$ cat src/core/rtc_pkg.sv
/*
 Constants shared by the real-time clock core: register addresses, control bit
 positions, reset values, BCD limits and crystal prescaler figures.
 Assumes a single core clock domain; the crystal input is sampled, not used as a clock.
*/
package rtc_pkg;
	localparam int          NIB_W       = 4;
	localparam int          N_COUNT     = 13;
	// register addresses
	localparam logic [3:0]  A_SEC1      = 4'h0;
	localparam logic [3:0]  A_SEC10     = 4'h1;
	localparam logic [3:0]  A_MIN1      = 4'h2;
	localparam logic [3:0]  A_MIN10     = 4'h3;
	localparam logic [3:0]  A_HR1       = 4'h4;
	localparam logic [3:0]  A_HR10      = 4'h5;
	localparam logic [3:0]  A_DAY1      = 4'h6;
	localparam logic [3:0]  A_DAY10     = 4'h7;
	localparam logic [3:0]  A_MON1      = 4'h8;
	localparam logic [3:0]  A_MON10     = 4'h9;
	localparam logic [3:0]  A_YR1       = 4'hA;
	localparam logic [3:0]  A_YR10      = 4'hB;
	localparam logic [3:0]  A_WEEK      = 4'hC;
	localparam logic [3:0]  A_CTRL_D    = 4'hD;
	localparam logic [3:0]  A_CTRL_E    = 4'hE;
	localparam logic [3:0]  A_CTRL_F    = 4'hF;
	// control bit positions
	localparam int          D_ADJ       = 3;
	localparam int          D_IRQ       = 2;
	localparam int          D_BUSY      = 1;
	localparam int          D_HOLD      = 0;
	localparam int          E_ITRPT     = 1;
	localparam int          E_MASK      = 0;
	localparam int          F_24H       = 2;
	localparam int          F_STOP      = 1;
	localparam int          F_RESET     = 0;
	localparam int          HR10_PM     = 2;
	// reset values
	localparam logic [3:0]  RST_ZERO    = 4'h0;
	localparam logic [3:0]  RST_ONE     = 4'h1;
	localparam logic [3:0]  RST_CTRL_E  = 4'h0;
	localparam logic [3:0]  RST_CTRL_F  = 4'h0;
	// BCD limits
	localparam logic [3:0]  TOP_9       = 4'h9;
	localparam logic [3:0]  TOP_5       = 4'h5;
	localparam logic [3:0]  TOP_WEEK    = 4'h6;
	localparam logic [3:0]  SEC10_HALF  = 4'h3;
	localparam logic [7:0]  HR24_LAST   = 8'h23;
	localparam logic [7:0]  HR12_NOON   = 8'h12;
	localparam logic [7:0]  HR12_ELEVEN = 8'h11;
	localparam logic [7:0]  HR12_ONE    = 8'h01;
	localparam logic [7:0]  MON_FEB     = 8'h02;
	localparam logic [7:0]  MON_APR     = 8'h04;
	localparam logic [7:0]  MON_JUN     = 8'h06;
	localparam logic [7:0]  MON_SEP     = 8'h09;
	localparam logic [7:0]  MON_NOV     = 8'h11;
	localparam logic [7:0]  MON_DEC     = 8'h12;
	localparam logic [7:0]  DIM_FEB     = 8'h28;
	localparam logic [7:0]  DIM_LEAP    = 8'h29;
	localparam logic [7:0]  DIM_SHORT   = 8'h30;
	localparam logic [7:0]  DIM_LONG    = 8'h31;
	// crystal prescaler: 32768 edges per second, 64 Hz sub tick every 512 edges
	localparam int          PRE_W       = 15;
	localparam logic [14:0] PRE_LAST    = 15'h7FFF;
	localparam logic [8:0]  PRE_64_LAST = 9'h1FF;
	localparam logic [7:0]  PULSE_LEN   = 8'h80;
	typedef enum logic [1:0] {PER_64HZ, PER_SEC, PER_MIN, PER_HOUR} period_t;
endpackage

$ cat src/core/rtc_bus_front.sv
/*
 Host bus front end: address latch with pass-through, strobe synchronisers
 and write capture. Assumes bus inputs are synchronous to the core clock.
*/
`timescale 1ns/100ps
module rtc_bus_front
	import rtc_pkg::*;
(
	// clock and reset
	input  wire logic             i_core_clk,
	input  wire logic             i_resetn,
	// host pins
	input  wire logic             i_ale,
	input  wire logic [3:0]       i_addr,
	input  wire logic             i_select_active_low,
	input  wire logic             i_standby_select,
	input  wire logic             i_rd_n,
	input  wire logic             i_wr_n,
	input  wire logic [NIB_W-1:0] i_data,
	// internal side
	output logic      [3:0]       o_acc_addr,
	output logic                  o_acc_sel,
	output logic                  o_rd_active,
	output logic                  o_wr_idle,
	output logic                  o_wr_commit,
	output logic      [3:0]       o_wr_addr,
	output logic      [NIB_W-1:0] o_wr_data
);
	import rtc_pkg::*;

	logic [3:0]       lat_addr_reg, lat_addr_next;
	logic             lat_sel_n_reg, lat_sel_n_next;
	logic [2:0]       rd_sync_reg, wr_sync_reg;
	logic [3:0]       cap_addr_reg, cap_addr_next;
	logic [NIB_W-1:0] cap_data_reg, cap_data_next;
	logic             cap_sel_reg, cap_sel_next;

	// transparent while ALE is high, frozen after its fall; tied high it passes through
	always_comb
	begin
		lat_addr_next  = i_ale ? i_addr : lat_addr_reg;
		lat_sel_n_next = i_ale ? i_select_active_low : lat_sel_n_reg;
		o_acc_addr     = i_ale ? i_addr : lat_addr_reg;
		o_acc_sel      = !(i_ale ? i_select_active_low : lat_sel_n_reg)
			&& i_standby_select;
		// data and address sampled while the strobe is low, committed at its end
		cap_addr_next  = !i_wr_n ? o_acc_addr : cap_addr_reg;
		cap_data_next  = !i_wr_n ? i_data : cap_data_reg;
		cap_sel_next   = !i_wr_n ? o_acc_sel : cap_sel_reg;
		o_rd_active    = !rd_sync_reg[1];
		o_wr_idle      = wr_sync_reg[1];
		// commit only after the strobe is through the synchroniser; a counter update may fall in the same cycle
		o_wr_commit    = wr_sync_reg[1] && !wr_sync_reg[2] && cap_sel_reg;
		o_wr_addr      = cap_addr_reg;
		o_wr_data      = cap_data_reg;
	end

	always_ff @(posedge i_core_clk or negedge i_resetn)
	begin
		if (!i_resetn)
		begin
			lat_addr_reg  <= RST_ZERO;
			lat_sel_n_reg <= 1'b1;
			rd_sync_reg   <= 3'h7;
			wr_sync_reg   <= 3'h7;
			cap_addr_reg  <= RST_ZERO;
			cap_data_reg  <= RST_ZERO;
			cap_sel_reg   <= 1'b0;
		end
		else
		begin
			lat_addr_reg  <= lat_addr_next;
			lat_sel_n_reg <= lat_sel_n_next;
			rd_sync_reg   <= {rd_sync_reg[1:0], i_rd_n};
			wr_sync_reg   <= {wr_sync_reg[1:0], i_wr_n};
			cap_addr_reg  <= cap_addr_next;
			cap_data_reg  <= cap_data_next;
			cap_sel_reg   <= cap_sel_next;
		end
	end
endmodule

$ cat src/core/rtc_prescaler.sv
/*
 Crystal prescaler: samples the crystal input, counts its rising edges and
 gives one-second and 64 Hz ticks. Assumes crystal is far slower than the core clock.
*/
`timescale 1ns/100ps
module rtc_prescaler
	import rtc_pkg::*;
(
	// clock and reset
	input  wire logic i_core_clk,
	input  wire logic i_resetn,
	// crystal and control
	input  wire logic i_crystal_in,
	input  wire logic i_run,
	input  wire logic i_clear,
	// ticks
	output logic      o_xtal_edge,
	output logic      o_tick_sec,
	output logic      o_tick_64,
	output logic      o_crystal_out
);
	import rtc_pkg::*;

	logic [2:0]       xs_reg;
	logic [PRE_W-1:0] pre_reg, pre_next;
	logic             inv_reg;

	always_comb
	begin
		o_xtal_edge = xs_reg[1] && !xs_reg[2];
		pre_next    = pre_reg;
		if (i_clear)
			pre_next = '0;
		else if (i_run && o_xtal_edge)
			pre_next = PRE_W'(pre_reg + 1'b1);
		o_tick_sec  = i_run && !i_clear && o_xtal_edge && (pre_reg == PRE_LAST);
		o_tick_64   = i_run && !i_clear && o_xtal_edge && (pre_reg[8:0] == PRE_64_LAST);
		o_crystal_out = inv_reg;
	end

	always_ff @(posedge i_core_clk or negedge i_resetn)
	begin
		if (!i_resetn)
		begin
			xs_reg  <= 3'h0;
			pre_reg <= '0;
			inv_reg <= 1'b1;
		end
		else
		begin
			xs_reg  <= {xs_reg[1:0], i_crystal_in};
			pre_reg <= pre_next;
			inv_reg <= !xs_reg[1];
		end
	end
endmodule

$ cat src/core/rtc_core.sv
/*
 Real-time clock and calendar with a 4-bit RAM-like host bus and a periodic
 open-drain output. Assumes synchronous bus inputs and a sampled 32.768 kHz crystal.
*/
// How it works
// - nibble data, 4-bit address per access
// - respond only while active-low select low
// - standby input low ignores bus, keeps time
// - ALE high passes address, falling edge latches
// - write strobe stores nibble at address
// - drive data only on selected read
// - open-drain periodic interrupt or pulse output
// - periodic output ignores both selects
// - all time counters are BCD digits
// - software bit selects 12 or 24 hours
// - adjust rounds seconds to nearest minute
// - leap years extend February automatically
// - seconds divided from 32.768 kHz crystal
// - counters at 0 to C, control above
// - 24h runs 0-23, 12h runs 12-11
`timescale 1ns/100ps
module rtc_core
	import rtc_pkg::*;
(
	// clock and reset
	input  wire logic                      i_core_clk,
	input  wire logic                      i_resetn,
	// host bus
	input  wire logic                      i_ale,
	input  wire logic [3:0]                i_addr,
	input  wire logic                      i_select_active_low,
	input  wire logic                      i_standby_select,
	input  wire logic                      i_rd_n,
	input  wire logic                      i_wr_n,
	input  wire logic [rtc_pkg::NIB_W-1:0] i_data,
	output logic      [rtc_pkg::NIB_W-1:0] o_data,
	output logic                           o_data_oe,
	// crystal
	input  wire logic                      i_crystal_in,
	output logic                           o_crystal_out,
	// periodic open-drain output
	output logic                           o_periodic_pulse_out,
	output logic                           o_periodic_pulse_out_oe
);
	import rtc_pkg::*;

	logic [3:0] cnt_reg [0:N_COUNT-1];
	logic [3:0] cnt_next [0:N_COUNT-1];
	logic [3:0] ctrl_e_reg, ctrl_e_next, ctrl_f_reg, ctrl_f_next;
	logic       hold_reg, hold_next, pend_reg, pend_next, irq_reg, irq_next;
	logic [7:0] pulse_reg, pulse_next;
	logic [3:0] rd_data_reg, rd_data_next;
	logic       oe_reg, oe_next, od_oe_reg, od_oe_next, od_val_reg;
	logic       xtal_out_reg;

	logic [3:0]       acc_addr, wr_addr;
	logic [NIB_W-1:0] wr_data;
	logic             acc_sel, rd_active, wr_idle, wr_commit;
	logic             xtal_edge, tick_sec, tick_64, crystal_out;
	logic             adv, adj, sec_c, min_c, hr_c, day_c, mon_c, c, leap, ev;
	logic [7:0]       hv, dim;
	period_t          per;

	rtc_bus_front u_front (
		.i_core_clk          (i_core_clk),
		.i_resetn            (i_resetn),
		.i_ale               (i_ale),
		.i_addr              (i_addr),
		.i_select_active_low (i_select_active_low),
		.i_standby_select    (i_standby_select),
		.i_rd_n              (i_rd_n),
		.i_wr_n              (i_wr_n),
		.i_data              (i_data),
		.o_acc_addr          (acc_addr),
		.o_acc_sel           (acc_sel),
		.o_rd_active         (rd_active),
		.o_wr_idle           (wr_idle),
		.o_wr_commit         (wr_commit),
		.o_wr_addr           (wr_addr),
		.o_wr_data           (wr_data)
	);

	rtc_prescaler u_pre (
		.i_core_clk    (i_core_clk),
		.i_resetn      (i_resetn),
		.i_crystal_in  (i_crystal_in),
		.i_run         (!ctrl_f_reg[F_STOP]),
		.i_clear       (ctrl_f_reg[F_RESET]),
		.o_xtal_edge   (xtal_edge),
		.o_tick_sec    (tick_sec),
		.o_tick_64     (tick_64),
		.o_crystal_out (crystal_out)
	);

	// returns {carry, next digit}
	function automatic logic [4:0] bump(input logic [3:0] d, input logic [3:0] top);
		bump = (d >= top) ? {1'b1, RST_ZERO} : {1'b0, 4'(d + 4'h1)};
	endfunction

	// bits marked unused read as zero
	function automatic logic [3:0] read_mask(input logic [3:0] a);
		unique case (a)
			A_SEC10, A_MIN10, A_WEEK: read_mask = 4'h7;
			A_HR10:                   read_mask = 4'h7;
			A_DAY10:                  read_mask = 4'h3;
			A_MON10:                  read_mask = 4'h1;
			default:                  read_mask = 4'hF;
		endcase
	endfunction

	// timekeeping chain
	always_comb
	begin
		for (int i = 0; i < N_COUNT; i++)
			cnt_next[i] = cnt_reg[i];
		// hold defers one pending second so a host read sees a steady snapshot
		adv       = !hold_reg && (tick_sec || pend_reg);
		pend_next = hold_reg && (pend_reg || tick_sec);
		adj       = wr_commit && (wr_addr == A_CTRL_D) && wr_data[D_ADJ];
		sec_c     = 1'b0;
		min_c     = 1'b0;
		hr_c      = 1'b0;
		day_c     = 1'b0;
		mon_c     = 1'b0;
		c         = 1'b0;
		hv        = {2'b00, cnt_reg[A_HR10][1:0], cnt_reg[A_HR1]};
		leap      = cnt_reg[A_YR10][0]
			? (cnt_reg[A_YR1] == 4'h2 || cnt_reg[A_YR1] == 4'h6)
			: (cnt_reg[A_YR1] == 4'h0 || cnt_reg[A_YR1] == 4'h4 || cnt_reg[A_YR1] == 4'h8);
		unique case ({3'b000, cnt_reg[A_MON10][0], cnt_reg[A_MON1]})
			MON_FEB:                            dim = leap ? DIM_LEAP : DIM_FEB;
			MON_APR, MON_JUN, MON_SEP, MON_NOV: dim = DIM_SHORT;
			default:                            dim = DIM_LONG;
		endcase
		if (adj)
		begin
			// round to the nearest minute, at most thirty seconds either way
			sec_c               = cnt_reg[A_SEC10] >= SEC10_HALF;
			cnt_next[A_SEC1]    = RST_ZERO;
			cnt_next[A_SEC10]   = RST_ZERO;
		end
		else if (adv)
		begin
			{c, cnt_next[A_SEC1]} = bump(cnt_reg[A_SEC1], TOP_9);
			if (c)
				{sec_c, cnt_next[A_SEC10]} = bump(cnt_reg[A_SEC10], TOP_5);
		end
		if (sec_c)
		begin
			{c, cnt_next[A_MIN1]} = bump(cnt_reg[A_MIN1], TOP_9);
			if (c)
				{min_c, cnt_next[A_MIN10]} = bump(cnt_reg[A_MIN10], TOP_5);
		end
		if (min_c)
		begin
			hr_c = 1'b1;
			if (ctrl_f_reg[F_24H])
			begin
				if (hv == HR24_LAST)
				begin
					cnt_next[A_HR1]  = RST_ZERO;
					cnt_next[A_HR10] = RST_ZERO;
					day_c            = 1'b1;
				end
				else
				begin
					{c, cnt_next[A_HR1]} = bump(cnt_reg[A_HR1], TOP_9);
					if (c)
						cnt_next[A_HR10] = 4'(cnt_reg[A_HR10] + 4'h1);
				end
			end
			else if (hv == HR12_NOON)
			begin
				cnt_next[A_HR1]        = HR12_ONE[3:0];
				cnt_next[A_HR10][1:0]  = HR12_ONE[5:4];
			end
			else if (hv == HR12_ELEVEN)
			begin
				cnt_next[A_HR1]          = HR12_NOON[3:0];
				cnt_next[A_HR10][1:0]    = HR12_NOON[5:4];
				cnt_next[A_HR10][HR10_PM] = !cnt_reg[A_HR10][HR10_PM];
				day_c                    = cnt_reg[A_HR10][HR10_PM];
			end
			else
			begin
				{c, cnt_next[A_HR1]} = bump(cnt_reg[A_HR1], TOP_9);
				if (c)
					cnt_next[A_HR10][0] = 1'b1;
			end
		end
		if (day_c)
		begin
			{c, cnt_next[A_WEEK]} = bump(cnt_reg[A_WEEK], TOP_WEEK);
			if ({cnt_reg[A_DAY10], cnt_reg[A_DAY1]} == dim)
			begin
				cnt_next[A_DAY1]  = RST_ONE;
				cnt_next[A_DAY10] = RST_ZERO;
				mon_c             = 1'b1;
			end
			else
			begin
				{c, cnt_next[A_DAY1]} = bump(cnt_reg[A_DAY1], TOP_9);
				if (c)
					cnt_next[A_DAY10] = 4'(cnt_reg[A_DAY10] + 4'h1);
			end
		end
		if (mon_c)
		begin
			if ({cnt_reg[A_MON10], cnt_reg[A_MON1]} == MON_DEC)
			begin
				cnt_next[A_MON1]  = RST_ONE;
				cnt_next[A_MON10] = RST_ZERO;
				{c, cnt_next[A_YR1]} = bump(cnt_reg[A_YR1], TOP_9);
				if (c)
					{c, cnt_next[A_YR10]} = bump(cnt_reg[A_YR10], TOP_9);
			end
			else
			begin
				{c, cnt_next[A_MON1]} = bump(cnt_reg[A_MON1], TOP_9);
				if (c)
					cnt_next[A_MON10] = RST_ONE;
			end
		end
		// a host write wins over a same-cycle count
		if (wr_commit && wr_addr <= A_WEEK)
			cnt_next[wr_addr] = wr_data & read_mask(wr_addr);
	end

	// control, periodic output and read path
	always_comb
	begin
		ctrl_e_next = ctrl_e_reg;
		ctrl_f_next = ctrl_f_reg;
		hold_next   = hold_reg;
		if (wr_commit && wr_addr == A_CTRL_D)
			hold_next = wr_data[D_HOLD];
		if (wr_commit && wr_addr == A_CTRL_E)
			ctrl_e_next = wr_data;
		if (wr_commit && wr_addr == A_CTRL_F)
			ctrl_f_next = wr_data;
		per = period_t'(ctrl_e_reg[3:2]);
		unique case (per)
			PER_64HZ: ev = tick_64;
			PER_SEC:  ev = adv;
			PER_MIN:  ev = sec_c;
			PER_HOUR: ev = hr_c;
		endcase
		// writing zero clears the flag; an event in that same cycle still sets it
		irq_next = ev || (irq_reg && !(wr_commit && wr_addr == A_CTRL_D && !wr_data[D_IRQ]));
		if (ev)
			pulse_next = PULSE_LEN;
		else if (xtal_edge && pulse_reg != 8'h00)
			pulse_next = 8'(pulse_reg - 8'h01);
		else
			pulse_next = pulse_reg;
		// selects take no part here
		od_oe_next = !ctrl_e_next[E_MASK] && (ctrl_e_next[E_ITRPT] ? irq_next
			: (pulse_next != 8'h00));
		unique case (acc_addr)
			A_CTRL_D: rd_data_next = {1'b0, irq_reg, pend_reg, hold_reg};
			A_CTRL_E: rd_data_next = ctrl_e_reg;
			A_CTRL_F: rd_data_next = ctrl_f_reg;
			default:  rd_data_next = cnt_reg[acc_addr] & read_mask(acc_addr);
		endcase
		oe_next = rd_active && wr_idle && acc_sel;
	end

	always_ff @(posedge i_core_clk or negedge i_resetn)
	begin
		if (!i_resetn)
		begin
			for (int i = 0; i < N_COUNT; i++)
				cnt_reg[i] <= (i == A_DAY1 || i == A_MON1) ? RST_ONE : RST_ZERO;
			ctrl_e_reg   <= RST_CTRL_E;
			ctrl_f_reg   <= RST_CTRL_F;
			hold_reg     <= 1'b0;
			pend_reg     <= 1'b0;
			irq_reg      <= 1'b0;
			pulse_reg    <= 8'h00;
			rd_data_reg  <= RST_ZERO;
			oe_reg       <= 1'b0;
			od_oe_reg    <= 1'b0;
			od_val_reg   <= 1'b0;
			xtal_out_reg <= 1'b0;
		end
		else
		begin
			for (int i = 0; i < N_COUNT; i++)
				cnt_reg[i] <= cnt_next[i];
			ctrl_e_reg   <= ctrl_e_next;
			ctrl_f_reg   <= ctrl_f_next;
			hold_reg     <= hold_next;
			pend_reg     <= pend_next;
			irq_reg      <= irq_next;
			pulse_reg    <= pulse_next;
			rd_data_reg  <= rd_data_next;
			oe_reg       <= oe_next;
			od_oe_reg    <= od_oe_next;
			od_val_reg   <= 1'b0;
			xtal_out_reg <= crystal_out;
		end
	end

	assign o_data                  = rd_data_reg;
	assign o_data_oe               = oe_reg;
	assign o_periodic_pulse_out    = od_val_reg;
	assign o_periodic_pulse_out_oe = od_oe_reg;
	assign o_crystal_out           = xtal_out_reg;
endmodule

$ cat config.mk
export PLATFORM = sky130hd
export DESIGN_NAME = rtc_core
export DESIGN_NICKNAME = d
export VERILOG_FILES = /design/src/core/rtc_pkg.sv /design/src/core/rtc_bus_front.sv /design/src/core/rtc_prescaler.sv /design/src/core/rtc_core.sv
export SDC_FILE = /design/constraint.sdc
export NUM_CORES = 1
export LEC_CHECK = 0
export BUFFER_PORTS_ARGS = -buffer_cell sky130_fd_sc_hd__buf_4
export CAP_MARGIN = 20
export CORE_MARGIN = 1
export CORE_UTILIZATION = 32
export CTS_CLUSTER_SIZE = 20
export DETAILED_ROUTE_END_ITERATION = 6
export GPL_TIMING_DRIVEN = 1
export PLACE_DENSITY = 0.5
export SLEW_MARGIN = 20
export SYNTH_ARGS = -nofsm -noshare
export SYNTH_HDL_FRONTEND = slang
export SYNTH_SLANG_ARGS = --single-unit
$ cat constraint.sdc
create_clock -name i_core_clk -period 6 [get_ports i_core_clk]
set_clock_uncertainty 0.05 [all_clocks]
set_input_delay 0.9 -clock i_core_clk [delete_from_list [all_inputs] [get_ports i_core_clk]]
set_output_delay 0.9 -clock i_core_clk [all_outputs]
set_load 0.005 [all_outputs]
* Word level (Yosys, flattened, before mapping)
Cells that the tools add are included.
** Storage, ports and cells
- Logic and storage cells :: 227
- Output and inout port bits :: 8
- Input bits :: 16
- Flip-flop bits (word level) :: 116
** Cells by class
- Reductions and logical operators :: 49
- Order comparisons :: 15
- Muxes and demuxes :: 74
- Equality and inequality tests :: 37
- Add/subtract/negate cells :: 14
- Bitwise operators :: 4
** Operators by type and width (number)
- two-way mux 8 bit :: 11
- two-way mux 4 bit :: 18
- bitwise mux 52 bit :: 1
- two-way mux 52 bit :: 1
- adder 4 x 1 -> 4 bit, second input constant :: 12
- equality test 4 bit, second input constant :: 11
- two-way mux 5 bit :: 8
- case mux 4 bit (3 select lines) :: 3
- two-way mux 15 bit :: 2
- >= comparator 4 bit, second input constant :: 7
- equality test 4 x 3 -> 1 bit, second input constant :: 6
- logical AND 1 bit :: 23
- two-way mux 1 bit :: 21
- binary-select mux 4 bit (select 4 bit) :: 1
- demux 4 bit (select 4 bit) :: 1
- two-way mux 16 bit :: 1
- nonzero test 8 bit :: 2
- adder 15 x 1 -> 15 bit, second input constant :: 1
- equality test 15 bit, second input constant :: 1
- equality test 4 x 2 -> 1 bit, second input constant :: 3
- equality test 6 x 5 -> 1 bit, second input constant :: 2
- >= comparator 4 x 3 -> 1 bit, second input constant :: 3
- zero test 1 bit :: 12
- OR reduction 4 bit :: 3
- other kinds (27) :: 39

* Depth between registers and ports, before layout
Gate-level depths: netlist of run 1.
- Depth after elaboration :: 15
- Depth in mapped cells :: 13
- Gate-level depth less buffers :: 12

* By module
Synthesis of run 1 repeated with hierarchy kept, for this count alone.
** Second synthesis, totals
- Cell total of the unflattened synthesis :: 741
- Area, all modules :: 7150.6 um^2
** By module, submodules not included
- rtc_core :: sequential area each 1954.4 um^2, cells an instance 609, instances 1, area an instance 5580.4 um^2
- rtc_prescaler :: sequential area each 476.7 um^2, cells an instance 92, instances 1, area an instance 905.9 um^2
- rtc_bus_front :: sequential area each 483.0 um^2, cells an instance 40, instances 1, area an instance 664.4 um^2

* Worst setup path before layout of run 1
Ideal clock, no wire load.
- Path kind :: input to register
- From :: in i_ale
- To :: reg rd_data_reg[3], in the netlist o_data[3]
- Stages on the path :: 10
- Arrival :: 2.465 ns
- Path buffers :: 4
- Slack :: 3.338 ns
- Setup time :: 0.147 ns
- Data required time :: 5.803 ns
- Cells stage by stage :: buf_2 mux2i_2 inv_1 buf_2 buf_2 buf_2 nand2_1 nand3_1 a31oi_1 a21oi_1
** Between the ends
- Longest elaborated chain between the ends :: 7
- Elaborated cells on any way between the ends :: 19
- Those cells by class :: eq/ne: 9; mux: 7; bitwise: 2; reduce/logical: 1
** RTL lines
- from (decl) :: RTL line rtc_core.sv:29 : input wire logic i_ale,
- two-way mux 4 bit (*) :: RTL line rtc_bus_front.sv:43 : o_acc_addr = i_ale ? i_addr : lat_addr_reg;
- via acc_addr[0] :: RTL line rtc_core.sv:56 : logic [3:0] acc_addr, wr_addr;
- equality test 4 x 3 -> 1 bit, or another cell as far along :: RTL line rtc_core.sv:102 : unique case (a)
- OR reduction 4 bit (no source line) or binary-select mux 4 bit (select 4 bit) (tied branches)
- case mux 4 bit (3 select lines) or two-way mux 4 bit (tied branches) :: RTL line rtc_core.sv:102, rtc_core.sv:263
- two-way mux 4 bit (on tied branches) :: RTL line rtc_core.sv:259, rtc_core.sv:263
- AND 4 bit :: RTL line rtc_core.sv:263 : default: rd_data_next = cnt_reg[acc_addr] & read_mask(acc_addr);
- case mux 4 bit (3 select lines) (*) :: RTL line rtc_core.sv:259 : unique case (acc_addr)
- via rd_data_next[3] :: RTL line rtc_core.sv:52 : logic [3:0] rd_data_reg, rd_data_next;
- to (signal assigned) :: RTL line rtc_core.sv:296 : rd_data_reg <= rd_data_next;
- to (decl) :: RTL line rtc_core.sv:52
Mark *: on every way through the listed nets, which the timed path passes. The rest lies on a longest branch. The select of a mux whose other input is x is not followed.
A chain may end at the register's enable or synchronous reset.

==> key figures, run 1 <==
STA
  • Endpoints failing hold: 0
  • Maximum frequency from static timing analysis: 309 MHz
  • Final max-slew violation count: 0
  • Worst hold margin: 299 ps
  • RSZ-0062 raised after global routing: no
  • Slew Limit Headroom: 34.2%
  • Final worst path period share: 54.0%
  • Shortest clock period the worst path allows after layout: 3240 ps
  • Fin Setup TNS: 0 ps
  • Number of setup violations in the final report: 0
  • Slew @ Worst Pin: 987 ps

Routing
  • Length of the first detailed-routing pass in iterations: 5
  • Post-DRT Antenna Nets: 0
  • Routed len/inst: 18.6 um
  • Total number of vias: 6057
  • Via-per-instance ratio: 5.43
  • Aggregate routed wire length: 20700 um
  • Count of routing violations after the opening detailed-route iteration: 422
  • DRC errors left: 0

Synthesis
  • Number of distinct library cells after synthesis: 83
  • Post-synth EDFFs: 0
  • Leading area contributor after synthesis: sky130_fd_sc_hd__dfrtp_1
  • Syn nets: 855
  • Number of warnings reported in the yosys synthesis log: 0
  • Share of synthesized area occupied by flip-flops and latches: 39.7%
  • Leading cell types by total area after synthesis: sky130_fd_sc_hd__dfrtp_1 (36%), sky130_fd_sc_hd__ha_1 (7.3%), sky130_fd_sc_hd__nand2_1 (4.8%), sky130_fd_sc_hd__nor2_1 (4.1%), sky130_fd_sc_hd__dfstp_2 (3.2%)
  • Share of async-settable or async-resettable flops after synthesis: 100%
  • Syn Area/Cell: 9.22 sq um
  • Share of the synthesized area in the top cell type: 36.5%
  • Number of flip-flops and latches in the synthesized netlist: 116
  • Post-synthesis cell count: 796
  • Cell Area, Synth: 7340 sq um
  • Most used DFF post-synth: sky130_fd_sc_hd__dfrtp_1

Pwr
  • Sequential Power Share: 40.1%
  • Internal power contribution: 1.85 mW
  • Maximum ir drop on the vdd rail: 0.202 mV
  • Leakage power total: 3.54 nW
  • Share of power burned in the clock network: 38.5%
  • Combinational Power Share: 21.4%
  • Cell area power density: 328 nW/um^2
  • Switching power total: 0.910 mW
  • Switching Fraction: 33.0%

Layout
  • Finished layout cell area: 8400 sq um
  • Commonest cells after routing, fill and taps aside: sky130_fd_sc_hd__dfrtp_1 (107), sky130_fd_sc_hd__nand2_1 (93), sky130_fd_sc_hd__nor2_1 (81)
  • Filler-free cell count of the finished design: 1115
  • Count of inserted antenna diode cells: 0
  • Largest register FFs: 52
  • Share of post-route cells with drive strength above 1: 14.1%
  • Final net count: 876
  • Most common cell after layout, fill and taps aside: sky130_fd_sc_hd__dfrtp_1
  • Area grow syn2layout: 14.4%

Global routing
  • Total global-route track usage: 18.4%
  • GRT Residual Overflow: 0
  • Antenna violations before repair: 0
  • Vias in the first global route: 5765
  • First-pass GRT wire length: 33300 um
  • Largest net degree at the start of global routing: 60

Place
  • Final weighted congestion of routability-driven global placement: 0.853
  • Placed cell areas: 7770 sq um
  • Cell total after placement: 1082
  • Port Buffer Count: 22
  • Detail Placement HPWL: 14900 um

Clocking
  • Clock buffer depth: 2
  • Resized cells post-CTS: 0
  • CTS tree: done
  • Clk root buf: sky130_fd_sc_hd__clkbuf_16
  • Clock edge transition at the registers on the reported setup and hold paths: 60 ps
  • TritonCTS buffer count: 17
  • Level count of the clock H-tree: 4
  • Quantity of hold-fixing buffers added after cts: 0
  • Num Clock Sinks: 116
  • Number of post-CTS setup repair buffers: 0
  • Worst skew pair latency: 420 ps

Die
  • Die area: 23500 sq um
  • Die width: 153 um
  • Starting density of the core: 32.5%
  • Die Y: 153 um
  • Number of placement rows: 55
  • Boundary pin count: 24
  • Placeable Area: 22600 sq um

Critical path
  • Category of the worst setup path capture point: register
  • Data arrival time at the worst-slack endpoint: 3500 ps
  • Crit path max fanout: 10
  • CP Data Required Time: 6260 ps
  • Worst setup SP type: register
  • Type of the worst setup path: reg2reg

Hold path
  • Path category of the worst min-delay check: reg2reg

Status
  • Run status: finished, final reports clean

Job
  • Max-cap violation count: 0
[routing by layer]
| metal | GRT usage, % | share of wire [%] | routed length [um] |
|---|---|---|---|
| met3 | 4.08 | 5.1 | 1060 |
| met1 | 26.1 | 49 | 10100 |
| met5 | 0 | 0 | 0 |
| met4 | 6.19 | 1.9 | 385 |
| met2 | 27.7 | 44 | 9170 |
[path summary, 6_finish.rpt]
check | startpoint | to | slack, ps | cells after the start
worst max-delay path | cnt_reg[33] | cnt_reg[6] | 2760 | 12
worst min-delay path | u_pre.xs_reg[0] | u_pre.xs_reg[1] | 300 | 0
worst max register to register | cnt_reg[33] | cnt_reg[6] | 2760 | 12
worst min register to register | u_pre.xs_reg[0] | u_pre.xs_reg[1] | 300 | 0
max in group asynchronous | i_resetn | cnt_reg[36] | 4090 | 2
min in group asynchronous | i_resetn | cnt_reg[7] | 510 | 1
[power by group through the flow]
stage	logic, mW	clock network, mW	registers [mW]
final	0.590	1.06	1.11
after global routing	0.670	1.12	1.13
after CTS	0.593	1.08	1.10
after detailed placement	0.590	0	1.12
after global placement	0.588	0	1.12
after floorplan	0.464	0	1.03
[per-stage QoR]
| stage | worst slack, ps | power, mW | utilization, % |
|---|---|---|---|
| after detailed placement | 2700 | 1.70 | 34.4 |
| after global placement | 2710 | 1.71 | 34.4 |
| after floorplan | 3340 | 1.49 | - |
| after global routing | 2530 | 2.92 | 37.2 |
| after CTS | 2790 | 2.78 | 37.2 |
| final | 2760 | 2.76 | 37.2 |
[worst max-delay path, stage by stage, from the launching register on]
cell                        delay (ps)
sky130_fd_sc_hd__dfrtp_1           440
sky130_fd_sc_hd__inv_1             100
sky130_fd_sc_hd__ha_1              170
sky130_fd_sc_hd__nand2_1            60
sky130_fd_sc_hd__nor3_1            440
sky130_fd_sc_hd__ha_1              250
sky130_fd_sc_hd__nand2b_1           60
sky130_fd_sc_hd__a2bb2oi_1         150
sky130_fd_sc_hd__nor3_2            370
sky130_fd_sc_hd__a21boi_4          490
sky130_fd_sc_hd__nand3_4           160
sky130_fd_sc_hd__o21bai_1          180
sky130_fd_sc_hd__a31o_1            210
[synth_stat cells, types with 10 or more instances]
cell                         n
sky130_fd_sc_hd__o22ai_1    17
sky130_fd_sc_hd__nand2b_1   12
sky130_fd_sc_hd__clkbuf_1   15
sky130_fd_sc_hd__nand4_1    12
sky130_fd_sc_hd__xor2_1     13
sky130_fd_sc_hd__a31oi_1    18
sky130_fd_sc_hd__a21oi_1    38
sky130_fd_sc_hd__ha_1       43
sky130_fd_sc_hd__mux2_2     16
sky130_fd_sc_hd__nor2_1     81
sky130_fd_sc_hd__xnor2_1    12
sky130_fd_sc_hd__nand3_1    25
sky130_fd_sc_hd__o21ai_0    32
sky130_fd_sc_hd__nor2b_1    10
sky130_fd_sc_hd__inv_1      40
sky130_fd_sc_hd__a211oi_1   10
sky130_fd_sc_hd__dfrtp_1   107
sky130_fd_sc_hd__nand2_1    93
sky130_fd_sc_hd__nor3_1     24
sky130_fd_sc_hd__mux2i_1    11
sky130_fd_sc_hd__and3_1     11
[cell type report]
class / count / area (sq um)
Clock buffer: 21 / 470
Clock inverter: 11 / 151
Fill cell: 2244 / 14200
Inverter: 42 / 158
Multi-Input combinational cell: 610 / 4120
Sequential cell: 116 / 2910
Tap cell: 285 / 357
Timing Repair Buffer: 30 / 225
[logic make-up after synthesis]
| family | share of synthesized area, % |
|---|---|
| buffers and inverters | 4.21 |
| other | 0.0511 |
| xor gates and xnor gates | 2.98 |
| DFF | 39.7 |
| and+or+nand+nor | 22.2 |
| AOI/OAI and AO/OA | 18.2 |
| muxes | 5.27 |
| adders and majority gates | 7.33 |
Note: power is estimated with default switching activity, not from simulation.
==> run 2, diff against run 1 <==
--- a/config.mk
+++ b/config.mk
@@ -12,7 +12,7 @@
 export CTS_CLUSTER_SIZE = 20
 export DETAILED_ROUTE_END_ITERATION = 6
 export GPL_TIMING_DRIVEN = 1
-export PLACE_DENSITY = 0.5
+export PLACE_DENSITY = 0.51
 export SLEW_MARGIN = 20
 export SYNTH_ARGS = -nofsm -noshare
 export SYNTH_HDL_FRONTEND = slang
==> constraint.sdc (replaced) <==
create_clock -name i_core_clk -period 2.7 [get_ports i_core_clk]
set_clock_uncertainty 0.05 [all_clocks]
set_input_delay 0.405 -clock i_core_clk [delete_from_list [all_inputs] [get_ports i_core_clk]]
set_output_delay 0.405 -clock i_core_clk [all_outputs]
set_load 0.005 [all_outputs]
==> key figures, run 2 (synthesis results as in run 1) <==
Layout
  • Final cell utilization of the core: 38.7%
  • Commonest cells after routing, fill and taps aside: sky130_fd_sc_hd__dfrtp_1 (107), sky130_fd_sc_hd__nand2_1 (92), sky130_fd_sc_hd__nor2_1 (80)
  • Filler cell count: 2288
  • Share of post-route cells with drive strength above 1: 18.9%
  • Most common cell after layout, fill and taps aside: sky130_fd_sc_hd__dfrtp_1
  • Largest register FFs: 52
  • Final net count: 920
  • Area grow syn2layout: 19.1%
  • Count of inserted antenna diode cells: 0

Place
  • Final weighted congestion of routability-driven global placement: 0.853
  • Port Buffer Count: 22
  • Detail Placement HPWL: 15300 um

Routing
  • Total number of vias: 6285
  • Length of the first detailed-routing pass in iterations: 5
  • DRC errors left: 0
  • Routed len/inst: 18.0 um
  • Via-per-instance ratio: 5.42
  • Post-DRT Antenna Nets: 0
  • Count of routing violations after the opening detailed-route iteration: 404
  • Aggregate routed wire length: 20900 um

Critical path
  • Crit path max fanout: 6
  • CP Data Required Time: 2980 ps
  • Data arrival time at the worst-slack endpoint: 2810 ps
  • Type of the worst setup path: reg2reg
  • Worst setup SP type: register
  • Category of the worst setup path capture point: register

Clocking
  • Quantity of hold-fixing buffers added after cts: 0
  • TritonCTS buffer count: 17
  • Worst skew pair latency: 430 ps
  • Level count of the clock H-tree: 4
  • Number of post-CTS setup repair buffers: 0
  • Num Clock Sinks: 116
  • Clock buffer depth: 2
  • Clock edge transition at the registers on the reported setup and hold paths: 60 ps
  • CTS tree: done
  • Clk root buf: sky130_fd_sc_hd__clkbuf_16

Status
  • Violated checks: negative hold slack
  • Run status: finished, violations left

Pwr
  • Cell area power density: 700 nW/um^2
  • Leakage power total: 3.78 nW
  • Maximum ir drop on the vdd rail: 0.443 mV

Global routing
  • Met2 Resource Use GR: 28.8%
  • GRT busiest layer: met2
  • GRT Residual Overflow: 0
  • First-pass GRT wire length: 34300 um
  • Met1 routing resource usage after global routing: 26.4%
  • Total global-route track usage: 18.8%
  • Largest net degree at the start of global routing: 50
  • Global-route met3 utilization: 3.49%
  • Antenna violations before repair: 0
  • Vias in the first global route: 6050

STA
  • Fin Setup TNS: 0 ps
  • Slew @ Worst Pin: 710 ps
  • Final max-slew violation count: 0
  • Maximum frequency from static timing analysis: 395 MHz
  • Endpoints failing hold: 18
  • Worst hold margin: -10.3 ps
  • Number of setup violations in the final report: 0
  • Final worst path period share: 93.7%
  • Slew Limit Headroom: 52.7%
  • Shortest clock period the worst path allows after layout: 2530 ps
  • RSZ-0062 raised after global routing: no

Hold path
  • Path category of the worst min-delay check: in2async

Die
  • Die Y: 153 um
  • Starting density of the core: 32.5%
  • Number of placement rows: 55
  • Boundary pin count: 24
  • Placeable Area: 22600 sq um
  • Die area: 23500 sq um
  • Die width: 153 um

Job
  • Max-cap violation count: 0
-- run 2: changes by cell type in the layout (fill, tap and decap cells not counted), moves of 2 or more --
cell,previous run,this run
sky130_fd_sc_hd__buf_12,0,4
sky130_fd_sc_hd__buf_4,30,70
sky130_fd_sc_hd__bufinv_16,3,1
sky130_fd_sc_hd__clkbuf_8,3,1
sky130_fd_sc_hd__clkinv_4,1,3
sky130_fd_sc_hd__clkinvlp_4,7,3
sky130_fd_sc_hd__inv_6,0,6
-- run 2: path summary, 6_finish.rpt --
kind                                              from                  end  slack [ps]  cells past startpoint
worst max register to register  u_front.wr_sync_reg[1]          cnt_reg[30]         170                      9
min in group i_core_clk                   i_crystal_in      u_pre.xs_reg[0]          30                      1
worst min register to register         u_pre.xs_reg[0]      u_pre.xs_reg[1]         300                      0
worst min-delay path                          i_resetn          cnt_reg[15]         -10                      1
worst max-delay path            u_front.wr_sync_reg[1]          cnt_reg[30]         170                      9
max in group asynchronous                     i_resetn  u_pre.o_crystal_out        1890                      2
-- run 2: cell type report --
| type | count | area [sq um] | share of cell area [%] |
|---|---|---|---|
| clock buffer | 18 | 439 | 5.02 |
| clock inverter | 14 | 143 | 1.63 |
| inverter | 42 | 158 | 1.80 |
| multi-input combinational | 610 | 4130 | 47.2 |
| sequential | 116 | 2910 | 33.3 |
| tap | 285 | 357 | 4.08 |
| timing repair buffer | 74 | 606 | 6.93 |
-- run 2: through the flow --
step                std cells  hold slack, ps  power [mW]  setup slack [ps]  area (sq um)
global route             1159            20.2        6.50              15.3          8740
finish                   1159           -10.3        6.12               170          8740
CTS                      1159            3.21        6.17              70.3          8730
detailed placement       1127             290        3.91              32.1          8150
floorplan                 796            59.4        3.31              47.8          7340
global placement         1127             287        3.90              72.3          8150
-- run 2: repair_timing --
item,in CTS,in global routing
endpoints found under the setup margin,3,17
gates cloned,0,0
gates resized for setup,1,4
-- run 2: power breakdown --
| part | switching (mW) | leakage, nW | internal [mW] |
|---|---|---|---|
| sequential | 0.345 | 1.50 | 2.02 |
| clock | 0.910 | 0.277 | 1.32 |
| combinational | 0.872 | 2.00 | 0.659 |
-- run 2: worst max-delay path, cell delays in order, from the launching register on --
cell                       delay [ps]
sky130_fd_sc_hd__dfstp_2          550
sky130_fd_sc_hd__nand3b_1         120
sky130_fd_sc_hd__buf_4            180
sky130_fd_sc_hd__nor4_1           510
sky130_fd_sc_hd__a41o_4           220
sky130_fd_sc_hd__nor2_4            80
sky130_fd_sc_hd__nor3_1           320
sky130_fd_sc_hd__buf_4            200
sky130_fd_sc_hd__a21oi_1           60
sky130_fd_sc_hd__a22oi_1          160
-- run 2: metal layers --
layer | wire length (um) | part of all wire [%]
met1 | 10100 | 48
met2 | 9390 | 45
met3 | 983 | 4.7
met4 | 378 | 1.8
met5 | 0 | 0
